File: config.mk
export PLATFORM = sky130hd
export DESIGN_NAME = dcks_ddr2_cke_state
export DESIGN_NICKNAME = d
export VERILOG_FILES = /design/src/inc/dcks_pkg.sv /design/src/verilog/dcks_cmd_decode.sv /design/src/verilog/dcks_ddr2_cke_state.sv
export SDC_FILE = /design/constraint.sdc
export NUM_CORES = 1
export LEC_CHECK = 0
export BUFFER_PORTS_ARGS = -buffer_cell sky130_fd_sc_hd__buf_4
export CAP_MARGIN = 40
export CORE_MARGIN = 2
export CORE_UTILIZATION = 40
export CTS_CLUSTER_DIAMETER = 80
export DETAILED_ROUTE_END_ITERATION = 8
export PLACE_DENSITY = 0.65
export SLEW_MARGIN = 25
export SYNTH_ARGS = -nofsm -noshare
export SYNTH_HDL_FRONTEND = slang
export SYNTH_HIERARCHICAL = 1
export SYNTH_SLANG_ARGS = --single-unit
File: constraint.sdc
create_clock -name clk_sys -period 1.9 [get_ports clk_sys]
set_input_delay 0.285 -clock clk_sys [delete_from_list [all_inputs] [get_ports clk_sys]]
set_output_delay 0.285 -clock clk_sys [all_outputs]
set_load 0.005 [all_outputs]
File: src/inc/dcks_pkg.sv
// package: command codes, states, pin struct, bank and burst constants for the cke/command state logic
package dcks_pkg;

  // decoded command set
  typedef enum logic [3:0] {
    DCKS_CMD_DESEL,
    DCKS_CMD_NOP,
    DCKS_CMD_ACT,
    DCKS_CMD_PRE,
    DCKS_CMD_RD,
    DCKS_CMD_WR,
    DCKS_CMD_REF,
    DCKS_CMD_MRS
  } dcks_cmd_t;

  // device-level state
  typedef enum logic [2:0] {
    DCKS_ST_IDLE,
    DCKS_ST_ACTIVE,
    DCKS_ST_READ,
    DCKS_ST_WRITE,
    DCKS_ST_PDN_PRE,
    DCKS_ST_PDN_ACT,
    DCKS_ST_SELF_REF
  } dcks_state_t;

  // command pins, cs/ras/cas/we active low as on the package balls; bank is not inverted
  typedef struct packed {
    logic cs_n;
    logic ras_n;
    logic cas_n;
    logic we_n;
    logic [1:0] bank;
  } dcks_cmd_pins_t;

  localparam int  DCKS_BANKS          = 4;
  localparam int  DCKS_BANK_W         = 2;
  localparam int  DCKS_BURST_LEN      = 4;
  localparam int  DCKS_BURST_CNT_W    = 3;
  localparam int  DCKS_RST_STATE_IDLE = 0;
  localparam logic [DCKS_BANKS-1:0] DCKS_BANK_OPEN_RST = 4'h0;

endpackage : dcks_pkg

File: src/verilog/dcks_cmd_decode.sv
// command decoder: pin pattern to command code
`timescale 1ns/1ps

module dcks_cmd_decode
  import dcks_pkg::*;
(
  input  wire dcks_cmd_pins_t pins,
  output dcks_cmd_t           cmd
);

  // decode follows the cs/ras/cas/we pattern of the command table
  wire [2:0] rcw = {pins.ras_n, pins.cas_n, pins.we_n};

  assign cmd = pins.cs_n      ? DCKS_CMD_DESEL :
               (rcw == 3'h7) ? DCKS_CMD_NOP   :
               (rcw == 3'h3) ? DCKS_CMD_ACT   :
               (rcw == 3'h2) ? DCKS_CMD_PRE   :
               (rcw == 3'h5) ? DCKS_CMD_RD    :
               (rcw == 3'h4) ? DCKS_CMD_WR    :
               (rcw == 3'h1) ? DCKS_CMD_REF   :
               (rcw == 3'h0) ? DCKS_CMD_MRS   : DCKS_CMD_NOP;

endmodule // dcks_cmd_decode

File: src/verilog/dcks_ddr2_cke_state.sv
// ddr2 clock-enable and command state logic with write masking
//
// Overview of operation
// - action from cke now, cke before, command, state
// - refresh with cke falling and all banks closed enters self refresh
// - cke fall/rise with nop enters/exits power down
// - self refresh held while cke low, exit nop
// - odt ignored by state; odt off in self refresh
// - idle accepts act, pre, refresh, mrs only
// - active accepts read, write, pre, act to a closed bank only
// - bursts continue or same-direction interrupt only
// - high mask inhibits write of its beat
`timescale 1ns/1ps

module dcks_ddr2_cke_state
  import dcks_pkg::*;
#(
  parameter int BURST_LEN = DCKS_BURST_LEN,
  parameter int DATA_W    = 8
) (
  input  wire logic           clk_sys,
  input  wire logic           reset,
  input  wire logic           cke,
  input  wire dcks_cmd_pins_t cmd_pins,
  input  wire logic           odt,
  input  wire logic           wr_beat_valid,
  input  wire logic           wr_mask,
  input  wire logic [DATA_W-1:0] wr_data,
  output dcks_state_t         state,
  output logic [DCKS_BANKS-1:0] bank_open,
  output logic                cmd_illegal,
  output logic                odt_active,
  output logic                mem_write,
  output logic [DATA_W-1:0]   mem_wdata
);

  logic                          cke_prev;
  logic [DCKS_BURST_CNT_W-1:0]   burst_cnt;
  dcks_state_t                   next_state;
  logic [DCKS_BANKS-1:0]         next_bank_open;
  dcks_cmd_t                     cmd;

  dcks_cmd_decode u_dec (
    .pins (cmd_pins),
    .cmd  (cmd)
  );

  // edge classification of the two cke samples
  wire cke_hh   = cke_prev & cke;
  wire cke_fall = cke_prev & ~cke;
  wire cke_rise = ~cke_prev & cke;
  wire is_nop   = (cmd == DCKS_CMD_DESEL) || (cmd == DCKS_CMD_NOP);
  wire any_open = |bank_open;
  wire tgt_open = bank_open[cmd_pins.bank];
  wire burst_last = (burst_cnt == DCKS_BURST_CNT_W'(BURST_LEN / 2 - 1));
  wire in_burst = (state == DCKS_ST_READ) || (state == DCKS_ST_WRITE);
  // bl4 bursts cannot be interrupted
  wire bl_intr_ok = (BURST_LEN != 4);
  wire ref_or_mrs = (cmd == DCKS_CMD_REF) || (cmd == DCKS_CMD_MRS);

  // next state decision from cke pair, command and current state
  always_comb begin
    next_state     = state;
    next_bank_open = bank_open;
    cmd_illegal    = 1'b0;
    unique case (state)
      DCKS_ST_IDLE, DCKS_ST_ACTIVE: begin
        if (cke_fall) begin
          if (is_nop) begin
            next_state = any_open ? DCKS_ST_PDN_ACT : DCKS_ST_PDN_PRE;
          end else if (cmd == DCKS_CMD_REF && !any_open) begin
            next_state = DCKS_ST_SELF_REF;
          end else begin
            cmd_illegal = 1'b1;
          end
        end else if (cke_rise) begin
          cmd_illegal = 1'b1;
        end else if (cke_hh) begin
          case (cmd)
            DCKS_CMD_ACT: begin
              if (tgt_open) cmd_illegal = 1'b1;
              else next_bank_open[cmd_pins.bank] = 1'b1;
            end
            DCKS_CMD_PRE: begin
              next_bank_open[cmd_pins.bank] = 1'b0;
            end
            DCKS_CMD_RD, DCKS_CMD_WR: begin
              // read/write only to an open bank
              if (!tgt_open) cmd_illegal = 1'b1;
              else next_state = (cmd == DCKS_CMD_RD) ? DCKS_ST_READ : DCKS_ST_WRITE;
            end
            DCKS_CMD_REF, DCKS_CMD_MRS: begin
              if (any_open) cmd_illegal = 1'b1;
            end
            default: ;
          endcase
          if (next_state == state || next_state == DCKS_ST_ACTIVE
              || next_state == DCKS_ST_IDLE)
            if (!in_burst && (next_state == DCKS_ST_IDLE || next_state == DCKS_ST_ACTIVE))
              next_state = (|next_bank_open) ? DCKS_ST_ACTIVE : DCKS_ST_IDLE;
        end
      end
      DCKS_ST_READ, DCKS_ST_WRITE: begin
        if (!cke_hh) begin
          cmd_illegal = 1'b1;
        end else if (is_nop) begin
          if (burst_last) next_state = DCKS_ST_ACTIVE;
        end else if ((state == DCKS_ST_READ && cmd == DCKS_CMD_RD) ||
                     (state == DCKS_ST_WRITE && cmd == DCKS_CMD_WR)) begin
          if (!bl_intr_ok || !tgt_open) cmd_illegal = 1'b1;
        end else begin
          cmd_illegal = 1'b1;
        end
      end
      DCKS_ST_PDN_PRE, DCKS_ST_PDN_ACT: begin
        // pins other than cke are ignored while cke stays low
        if (cke_rise) begin
          if (is_nop) next_state = (state == DCKS_ST_PDN_ACT) ? DCKS_ST_ACTIVE
                                                                : DCKS_ST_IDLE;
          else cmd_illegal = 1'b1;
        end
      end
      DCKS_ST_SELF_REF: begin
        if (cke_rise) begin
          if (is_nop) next_state = DCKS_ST_IDLE;
          else cmd_illegal = 1'b1;
        end
      end
      default: next_state = DCKS_ST_IDLE;
    endcase
    if (ref_or_mrs && cke_hh && !in_burst && any_open) cmd_illegal = 1'b1;
  end

  // state registers; no reset pin on the part, reset here is local
  always_ff @(posedge clk_sys) begin
    if (reset) begin
      state     <= DCKS_ST_IDLE;
      bank_open <= DCKS_BANK_OPEN_RST;
      cke_prev  <= cke;  // tracks the pin so release shows no false edge
    end else begin
      state     <= next_state;
      bank_open <= next_bank_open;
      cke_prev  <= cke;
    end
  end

  // burst beat counter; restarts on every accepted read or write
  wire burst_start = (next_state == DCKS_ST_READ || next_state == DCKS_ST_WRITE)
                     && !cmd_illegal && (cmd == DCKS_CMD_RD || cmd == DCKS_CMD_WR);
  always_ff @(posedge clk_sys) begin
    if (reset) burst_cnt <= '0;
    else if (burst_start) burst_cnt <= '0;
    else if (in_burst) burst_cnt <= burst_cnt + 1'b1;
  end

  // odt only matters outside self refresh and never steers state
  assign odt_active = odt && (state != DCKS_ST_SELF_REF);

  // masked write path: high mask suppresses the beat
  always_ff @(posedge clk_sys) begin
    if (reset) begin
      mem_write <= 1'b0;
      mem_wdata <= '0;
    end else begin
      mem_write <= wr_beat_valid && (state == DCKS_ST_WRITE) && !wr_mask;
      mem_wdata <= wr_data;
    end
  end

  // checks
  property p_sr_entry;
    @(posedge clk_sys) disable iff (reset)
      (state == DCKS_ST_IDLE && cke_fall && cmd == DCKS_CMD_REF && bank_open == '0)
      |=> state == DCKS_ST_SELF_REF;
  endproperty
  a_sr_entry: assert property (p_sr_entry) else $error("self refresh not entered");

  property p_pd_entry;
    @(posedge clk_sys) disable iff (reset)
      ((state == DCKS_ST_IDLE || state == DCKS_ST_ACTIVE) && cke_fall && is_nop)
      |=> (state == DCKS_ST_PDN_ACT) == $past(any_open) &&
          (state == DCKS_ST_PDN_ACT || state == DCKS_ST_PDN_PRE);
  endproperty
  a_pd_entry: assert property (p_pd_entry) else $error("wrong power down type");

  property p_pd_hold;
    @(posedge clk_sys) disable iff (reset)
      (state == DCKS_ST_PDN_PRE && !cke) |=> state == DCKS_ST_PDN_PRE;
  endproperty
  a_pd_hold: assert property (p_pd_hold) else $error("power down left with cke low");

  property p_sr_exit;
    @(posedge clk_sys) disable iff (reset)
      (state == DCKS_ST_SELF_REF && cke_rise && is_nop) |=> state == DCKS_ST_IDLE;
  endproperty
  a_sr_exit: assert property (p_sr_exit) else $error("self refresh exit failed");

  property p_sr_hold;
    @(posedge clk_sys) disable iff (reset)
      (state == DCKS_ST_SELF_REF && !cke) |=> state == DCKS_ST_SELF_REF;
  endproperty
  a_sr_hold: assert property (p_sr_hold) else $error("self refresh dropped");

  property p_odt_sr;
    @(posedge clk_sys) disable iff (reset)
      state == DCKS_ST_SELF_REF |-> !odt_active;
  endproperty
  a_odt_sr: assert property (p_odt_sr) else $error("odt active in self refresh");

  property p_idle_rd;
    @(posedge clk_sys) disable iff (reset)
      (state == DCKS_ST_IDLE && cke_hh && cmd == DCKS_CMD_RD) |-> cmd_illegal ##1
      state == DCKS_ST_IDLE;
  endproperty
  a_idle_rd: assert property (p_idle_rd) else $error("read in idle accepted");

  property p_act_rd;
    @(posedge clk_sys) disable iff (reset)
      (state == DCKS_ST_ACTIVE && cke_hh && cmd == DCKS_CMD_RD && tgt_open)
      |=> state == DCKS_ST_READ;
  endproperty
  a_act_rd: assert property (p_act_rd) else $error("read not started");

  property p_burst_dir;
    @(posedge clk_sys) disable iff (reset)
      (state == DCKS_ST_READ && cke_hh && cmd == DCKS_CMD_WR) |-> cmd_illegal;
  endproperty
  a_burst_dir: assert property (p_burst_dir) else $error("write in read burst");

  property p_mask;
    @(posedge clk_sys) disable iff (reset)
      (wr_beat_valid && wr_mask) |=> !mem_write;
  endproperty
  a_mask: assert property (p_mask) else $error("masked beat written");

  c_sr: cover property (@(posedge clk_sys) state == DCKS_ST_SELF_REF);
  c_pda: cover property (@(posedge clk_sys) state == DCKS_ST_PDN_ACT);
  c_wr: cover property (@(posedge clk_sys) mem_write);
  c_ill: cover property (@(posedge clk_sys) cmd_illegal);

endmodule // dcks_ddr2_cke_state

==> summary.txt, run 1 <==
Route
  • Final WL: 2.735 mm
  • Number of vias per cell: around 5.3
  • Final ANT Viol Nets: 0
  • Vias: ~1.1k
  • Initial DRC Count: 53
  • DRC viols: 0
  • Avg WL per Cell: 12.84 µm
  • DR pass1 iterations: 4

Finish
  • Ant. Diodes: 0
  • Fillers: 254
  • Commonest non-fill, non-tap cell in the layout: buf_4
  • Share of cells above drive strength 1: between 30% and 40%
  • Highest-count cells in the layout ignoring fill and taps: buf_4, dfxtp_1, nor2_1, nor2b_1, nand2_1
  • Final nets: 208
  • Area delta synth->final: 35.68%
  • Final std cells w/o fill: ~210
  • Final Cell Area: 1613 µm²
  • Core Util, Final: between 50% and 60%

STA
  • Final cycle utilization of the critical path: 113.7%
  • Maximum clock frequency: 0.4630 GHz
  • Fin. max-slew vios: 0
  • RSZ-0062 raised after global routing: yes
  • Setup violators final: 1
  • Worst clock skew: 1.293 ps
  • Hold Vio Cnt, Final: 0
  • Fin crit period: 2160 ps
  • Setup WS post-layout: -259.9 ps

Min path
  • Hold Path Stages: 1
  • Hold Path Class: in2reg
  • Hold path endpoint: cke_prev
  • HP Start: cke

Critical path
  • Worst-path cell chain: or4_4, nand4_1, o211ai_1, a211oi_2, nor2_1, buf_4
  • Max Fanout on Critical Path: 3
  • Startpoint Class: flop
  • R2r worst-path depth: 7
  • WP data arrival: 1870 ps
  • Buf/Inv on CP: 1
  • Slowest cell delay on critical path: around 560 ps
  • Crit. End Element: output port
  • CP max-delay cell: or4_4
  • Critical R2R Launch: bank_open[2]
  • Delay-heaviest family, CP: simple AND/OR/NAND/NOR gates
  • Kind of critical path: reg2out
  • Req. time, crit path: 1620 ps
  • Reg-to-reg setup timing slack: 110 ps
  • R2r endpoint: state[0]

Power
  • Leak: 0.7089 nW
  • PwrDens: 597.1 nW/µm²
  • Maximum vdd drop: about 560 µV

Floorplanning
  • DIE AREA: ~3400 µm²
  • Site row count: 19
  • Core area: 2781 µm²
  • Num ports: 38
  • Die height: 58.51 µm
  • Initial Util: 42.74%
  • Die width: between 50 and 60 µm

Placed design
  • Placed cells: 207
  • Port Buffer Count: 37
  • Placed Instance Area: between 1500 and 2000 µm²
  • Placer Congestion: 0.8610
  • DP HPWL: 2.069 mm

Global routing
  • GRT Total Usage: 17.03%
  • Initial antenna violation count: 0
  • GRT overflow: 0
  • First-pass GRT wire length: between 4 and 5 mm
  • Vias in the first global route: 1057
  • Largest net degree at the start of global routing: 19

Synthesis
  • Ys flop type: dfxtp_1
  • Post-synth EDFFs: 0
  • Seq/Total Area, Yosys: 33.68%
  • Synth Cell Area: roughly 1200 µm²
  • Syn avg cell area: 8.613 µm²
  • Synthesized Nets: 163
  • FF+latch count, synth: 20
  • Cells after synthesis: ~140
  • Ys async rst share: 0%
  • Unique masters post-synth: 44
  • Ys Warns: 6

Clock tree
  • Sink Count: 20
  • Clock Latency Late Sink: 300 ps
  • Clock slew at reported path FFs: 120 ps
  • CTS tree: yes
  • CTS buffer count: 3
  • Hold-fix buffers, CTS: 0
  • H-tree depth: 1
  • Maximum root-to-sink buffer count: 2
  • Clk root buf: clkbuf_4

Run
  • Max cap viols: 0

Outcome
  • Outcome: complete, but fails checks
  • Violated checks: negative setup slack
routing by layer:
| layer | global-route usage (%) | vias up | share of wire (%) |
|---|---|---|---|
| met1 | 23.34 | 519 | 44 |
| met2 | 27.45 | 31 | 50 |
| met4 | 5.316 | 0 | 0.59 |
| met3 | 2.637 | 2 | 4.8 |
| li1 | - | 569 | - |
| met5 | 0 | - | 0 |
area by class of cell:
class,instances,area [µm²],area share (%)
sequential,20,404.1,25.06
clock buffer,3,22.52,1.396
timing repair buffer,47,352.8,21.88
tap,31,38.79,2.405
multi-input combinational,106,745.7,46.24
clock inverter,1,30.03,1.862
inverter,5,18.77,1.164
worst max path at each step:
stage	end	start	cells after the start	slack [ps]
floorplan	bank_open[0]	cmd_pins[5]	6	120
global placement	cmd_illegal	cmd_pins[0]	7	40
detailed placement	cmd_illegal	cmd_pins[5]	8	-40
CTS	cmd_illegal	bank_open[3]	6	-270
global route	cmd_illegal	bank_open[2]	6	-340
finish	cmd_illegal	bank_open[2]	6	-260
through the flow:
stage          worst slack, ps  hold WS [ps]  TNS (ps)  total power, mW
6_report                -259.9         114.8    -259.9           0.9630
5_1_grt                 -344.8         100.9    -344.8            1.009
4_1_cts                 -266.5         102.3    -266.5           0.9728
3_5_place_dp            -41.18         426.6    -41.18           0.6209
3_3_place_gp             44.06         419.6         0           0.6166
2_1_floorplan            121.4         312.7         0           0.5469
report_power, final:
group	internal, mW	switching, mW
logic	0.0907	0.0765
clock network	0.213	0.134
registers	0.435	0.0131
cell usage after synthesis (2+ instances only):
master	count	area share [%]
a211oi_1	3	1.9
ha_1	5	5.3
or2_2	2	1.1
clkbuf_1	3	0.95
nand2_1	8	2.5
a21oi_1	4	1.7
nand2b_1	2	1.1
o211ai_1	4	2.5
inv_1	5	1.6
o21ai_0	5	2.1
dfxtp_1	20	34
mux2i_1	6	5.1
nor3b_1	4	2.5
buf_2	2	0.84
nand3_1	3	1.3
nand3b_1	5	3.2
xor2_1	2	1.5
nor3_1	3	1.3
nor2_1	15	4.7
nor2b_1	13	6.8
cells by family after synthesis:
family                     count (synthesis)  share of synthesized area (%)
and+or+nand+nor                           65                          32.53
AOI/OAI and AO/OA                         25                          14.11
DFF                                       20                          33.68
buffers and inverters                     12                          4.948
muxes                                      7                          6.947
adders and majority gates                  5                          5.263
xor gates and xnor gates                   3                          2.211
other                                      1                         0.3155
repair_timing:
item,in CTS,in global routing
gates resized for setup,3,6
pin swaps,2,3
setup buffers,1,1
setup endpoints to repair,1,1
flip-flops by register name, summed over array words and instances, names as in the netlist:
signal and cells:
bank_open 4, burst_cnt 3, mem_wdata 8, cke_prev 1, state 3, mem_write 1
(Power assumes the default switching activity.)
==> run 2: changes to the inputs <==
CELL_PAD_IN_SITES_DETAIL_PLACEMENT = 1   (was default)
CELL_PAD_IN_SITES_GLOBAL_PLACEMENT = 1   (was default)
CORE_UTILIZATION = 33   (was 40)
HOLD_SLACK_MARGIN = 0.1   (was default)
PLACE_DENSITY = 0.72   (was 0.65)
RECOVER_POWER = 100   (was default)
==> run 2 against run 1 <==
Against the previous run: the run still ends with negative setup slack left; sequential share of layout area about the same; utilization decreased by 10 points; critical path depth unchanged; final area is 0.47% higher; maximum frequency shrank 0.46%; count of clock-buffer cells in the layout unchanged; wire length increased by 19%; global-route usage down 0.89 points; power up 1.7%; critical endpoint unchanged; largest cell class unchanged; largest power group unchanged.
==> summary.txt, run 2 (same netlist as run 1, synthesis figures left out) <==
Outcome
  • Outcome: complete, but fails checks
  • Violated checks: negative setup slack

Finish
  • Max reg flops: 8
  • Top reg by flops: mem_wdata
  • Area delta synth->final: 36.32%
  • Ant. Diodes: 0
  • Largest regs: mem_wdata x8, bank_open x4
  • Fillers: 422
  • Share of cells above drive strength 1: 34.07%
  • Final nets: 208
  • Highest-count cells in the layout ignoring fill and taps: buf_4, dfxtp_1, nor2_1, nor2b_1, clkbuf_4
  • Commonest non-fill, non-tap cell in the layout: buf_4

STA
  • Hold Slack: about 150 ps
  • Fin. max-slew vios: 0
  • Slew HR: 48.01%
  • Setup violators final: 1
  • Fin crit period: 2170 ps
  • Final cycle utilization of the critical path: 114.2%
  • Worst slew pin tran: ~780 ps
  • Maximum clock frequency: 0.4609 GHz
  • Setup WS post-layout: -269.9 ps
  • RSZ-0062 raised after global routing: yes
  • Hold Vio Cnt, Final: 0
  • Worst clock skew: 15.00 ps

Run
  • Max cap viols: 0

Power
  • Total chip power: around 0.98 mW
  • Power Internal: 0.7357 mW
  • Maximum vdd drop: 226.5 µV
  • PwrDens: ~600 nW/µm²
  • Clock Power Share: 37.0%
  • Sequential share of power: between 40% and 50%
  • Switching share of power: ~25%
  • Net Sw Power: approximately 0.24 mW
  • Comb pwr share: 17.2%
  • Leak: 0.6869 nW

Critical path
  • CP Launch Point: bank_open[3]
  • WP data arrival: 1880 ps
  • Setup crit end: cmd_illegal
  • Startpoint Class: flop
  • Kind of critical path: reg2out
  • Crit. End Element: output port
  • Max Fanout on Critical Path: 3
  • R2r worst-path depth: 5
  • Critical R2R Launch: bank_open[3]
  • R2r endpoint: state[1]
  • Reg-to-reg setup timing slack: ~160 ps
  • Req. time, crit path: 1620 ps

Floorplanning
  • Site row count: 21
  • Core area: 3390 µm²
  • Die height: 64.02 µm
  • Initial Util: 35.07%
  • Num ports: 38
  • DIE AREA: 4098 µm²
  • Die width: 64.02 µm

Clock tree
  • Sink Count: 20
  • Maximum root-to-sink buffer count: 2
  • CTS buffer count: 3
  • Clock Latency Late Sink: 310 ps
  • Clock slew at reported path FFs: between 100 and 150 ps
  • H-tree depth: 1
  • Clk root buf: clkbuf_4
  • CTS tree: yes

Global routing
  • GRT Total Usage: 16.14%
  • Largest net degree at the start of global routing: 19
  • Initial antenna violation count: 0
  • First-pass GRT wire length: roughly 5.4 mm
  • Vias in the first global route: ~1.2k
  • Top Usage Layer GRT: met2
  • GRT overflow: 0
  • GR met3 Demand/Resource: between 2 and 2.5%
  • GR Util met2: 29.69%
  • GRT met1 Usage: 19.59%

Placed design
  • DP HPWL: 2.526 mm
  • Dpl ws: -57.97 ps
  • Placer Congestion: 0.8541
  • Port Buffer Count: 37

Min path
  • HP Start: cke
  • Hold Path Class: in2reg

Route
  • Final WL: 3.257 mm
  • Avg WL per Cell: 14.29 µm
  • Final ANT Viol Nets: 0
  • DRC viols: 0
  • Number of vias per cell: roughly 5.1
  • Initial DRC Count: 24
  • DR pass1 iterations: 4
  • Vias: 1156
## run 2: worst min-delay path by stage
stage / endpoint / slack [ps] / cells after the start
floorplan: cke_prev / 310 / 0
global placement: cke_prev / 420 / 1
detailed placement: cke_prev / 430 / 1
CTS: cke_prev / 100 / 1
global route: cke_prev / 160 / 1
finish: cke_prev / 150 / 1
## run 2: worst max-delay path, stage by stage, from the launching register on
cell and delay, ps:
dfxtp_2 360, or4_4 560, nor2_4 140, o21ai_2 80, a211oi_2 240, nor2_1 60
buf_4 130
## run 2: layout make-up
| class | count | area [µm²] | share of cell area (%) |
|---|---|---|---|
| Clock inverter | 1 | 30.03 | 1.853 |
| Timing Repair Buffer | 47 | 337.8 | 20.85 |
| Clock buffer | 3 | 22.52 | 1.390 |
| Tap cell | 46 | 57.56 | 3.552 |
| Multi-Input combinational cell | 106 | 748.2 | 46.18 |
| Sequential cell | 20 | 405.4 | 25.02 |
| Inverter | 5 | 18.77 | 1.158 |
## run 2: metrics by stage
stage / instance area, µm² / TNS (ps) / utilization [%] / instances
2_1_floorplan: 1189 / 0 / - / 138
3_3_place_gp: 1544 / 0 / 45.55 / 222
3_5_place_dp: 1544 / -57.97 / 45.55 / 222
4_1_cts: 1618 / -336.9 / 47.73 / 228
5_1_grt: 1620 / -350.1 / 47.80 / 228
6_report: 1620 / -269.9 / 47.80 / 228
## run 2: power by group through the flow
stage / combinational, mW / sequential (mW) / clock [mW]
floorplan: 0.0898 / 0.457 / 0
global placement: 0.162 / 0.458 / 0
detailed placement: 0.168 / 0.459 / 0
CTS: 0.170 / 0.448 / 0.364
global route: 0.186 / 0.451 / 0.383
finish: 0.169 / 0.448 / 0.363
## run 2: routing by layer
layer	up-vias	part of all wire [%]	routed length, µm
met5	-	0	0
met4	0	0	0
met3	0	3.3	109
met2	20	54	1753
met1	568	43	1393
li1	568	-	-
## run 2: what timing repair did
action                     4_1_cts  5_1_grt
setup endpoints to repair        1        1
setup buffers                    2        0
resized for setup                4        6
pin swaps                        1        3
hold buffers                     0        0
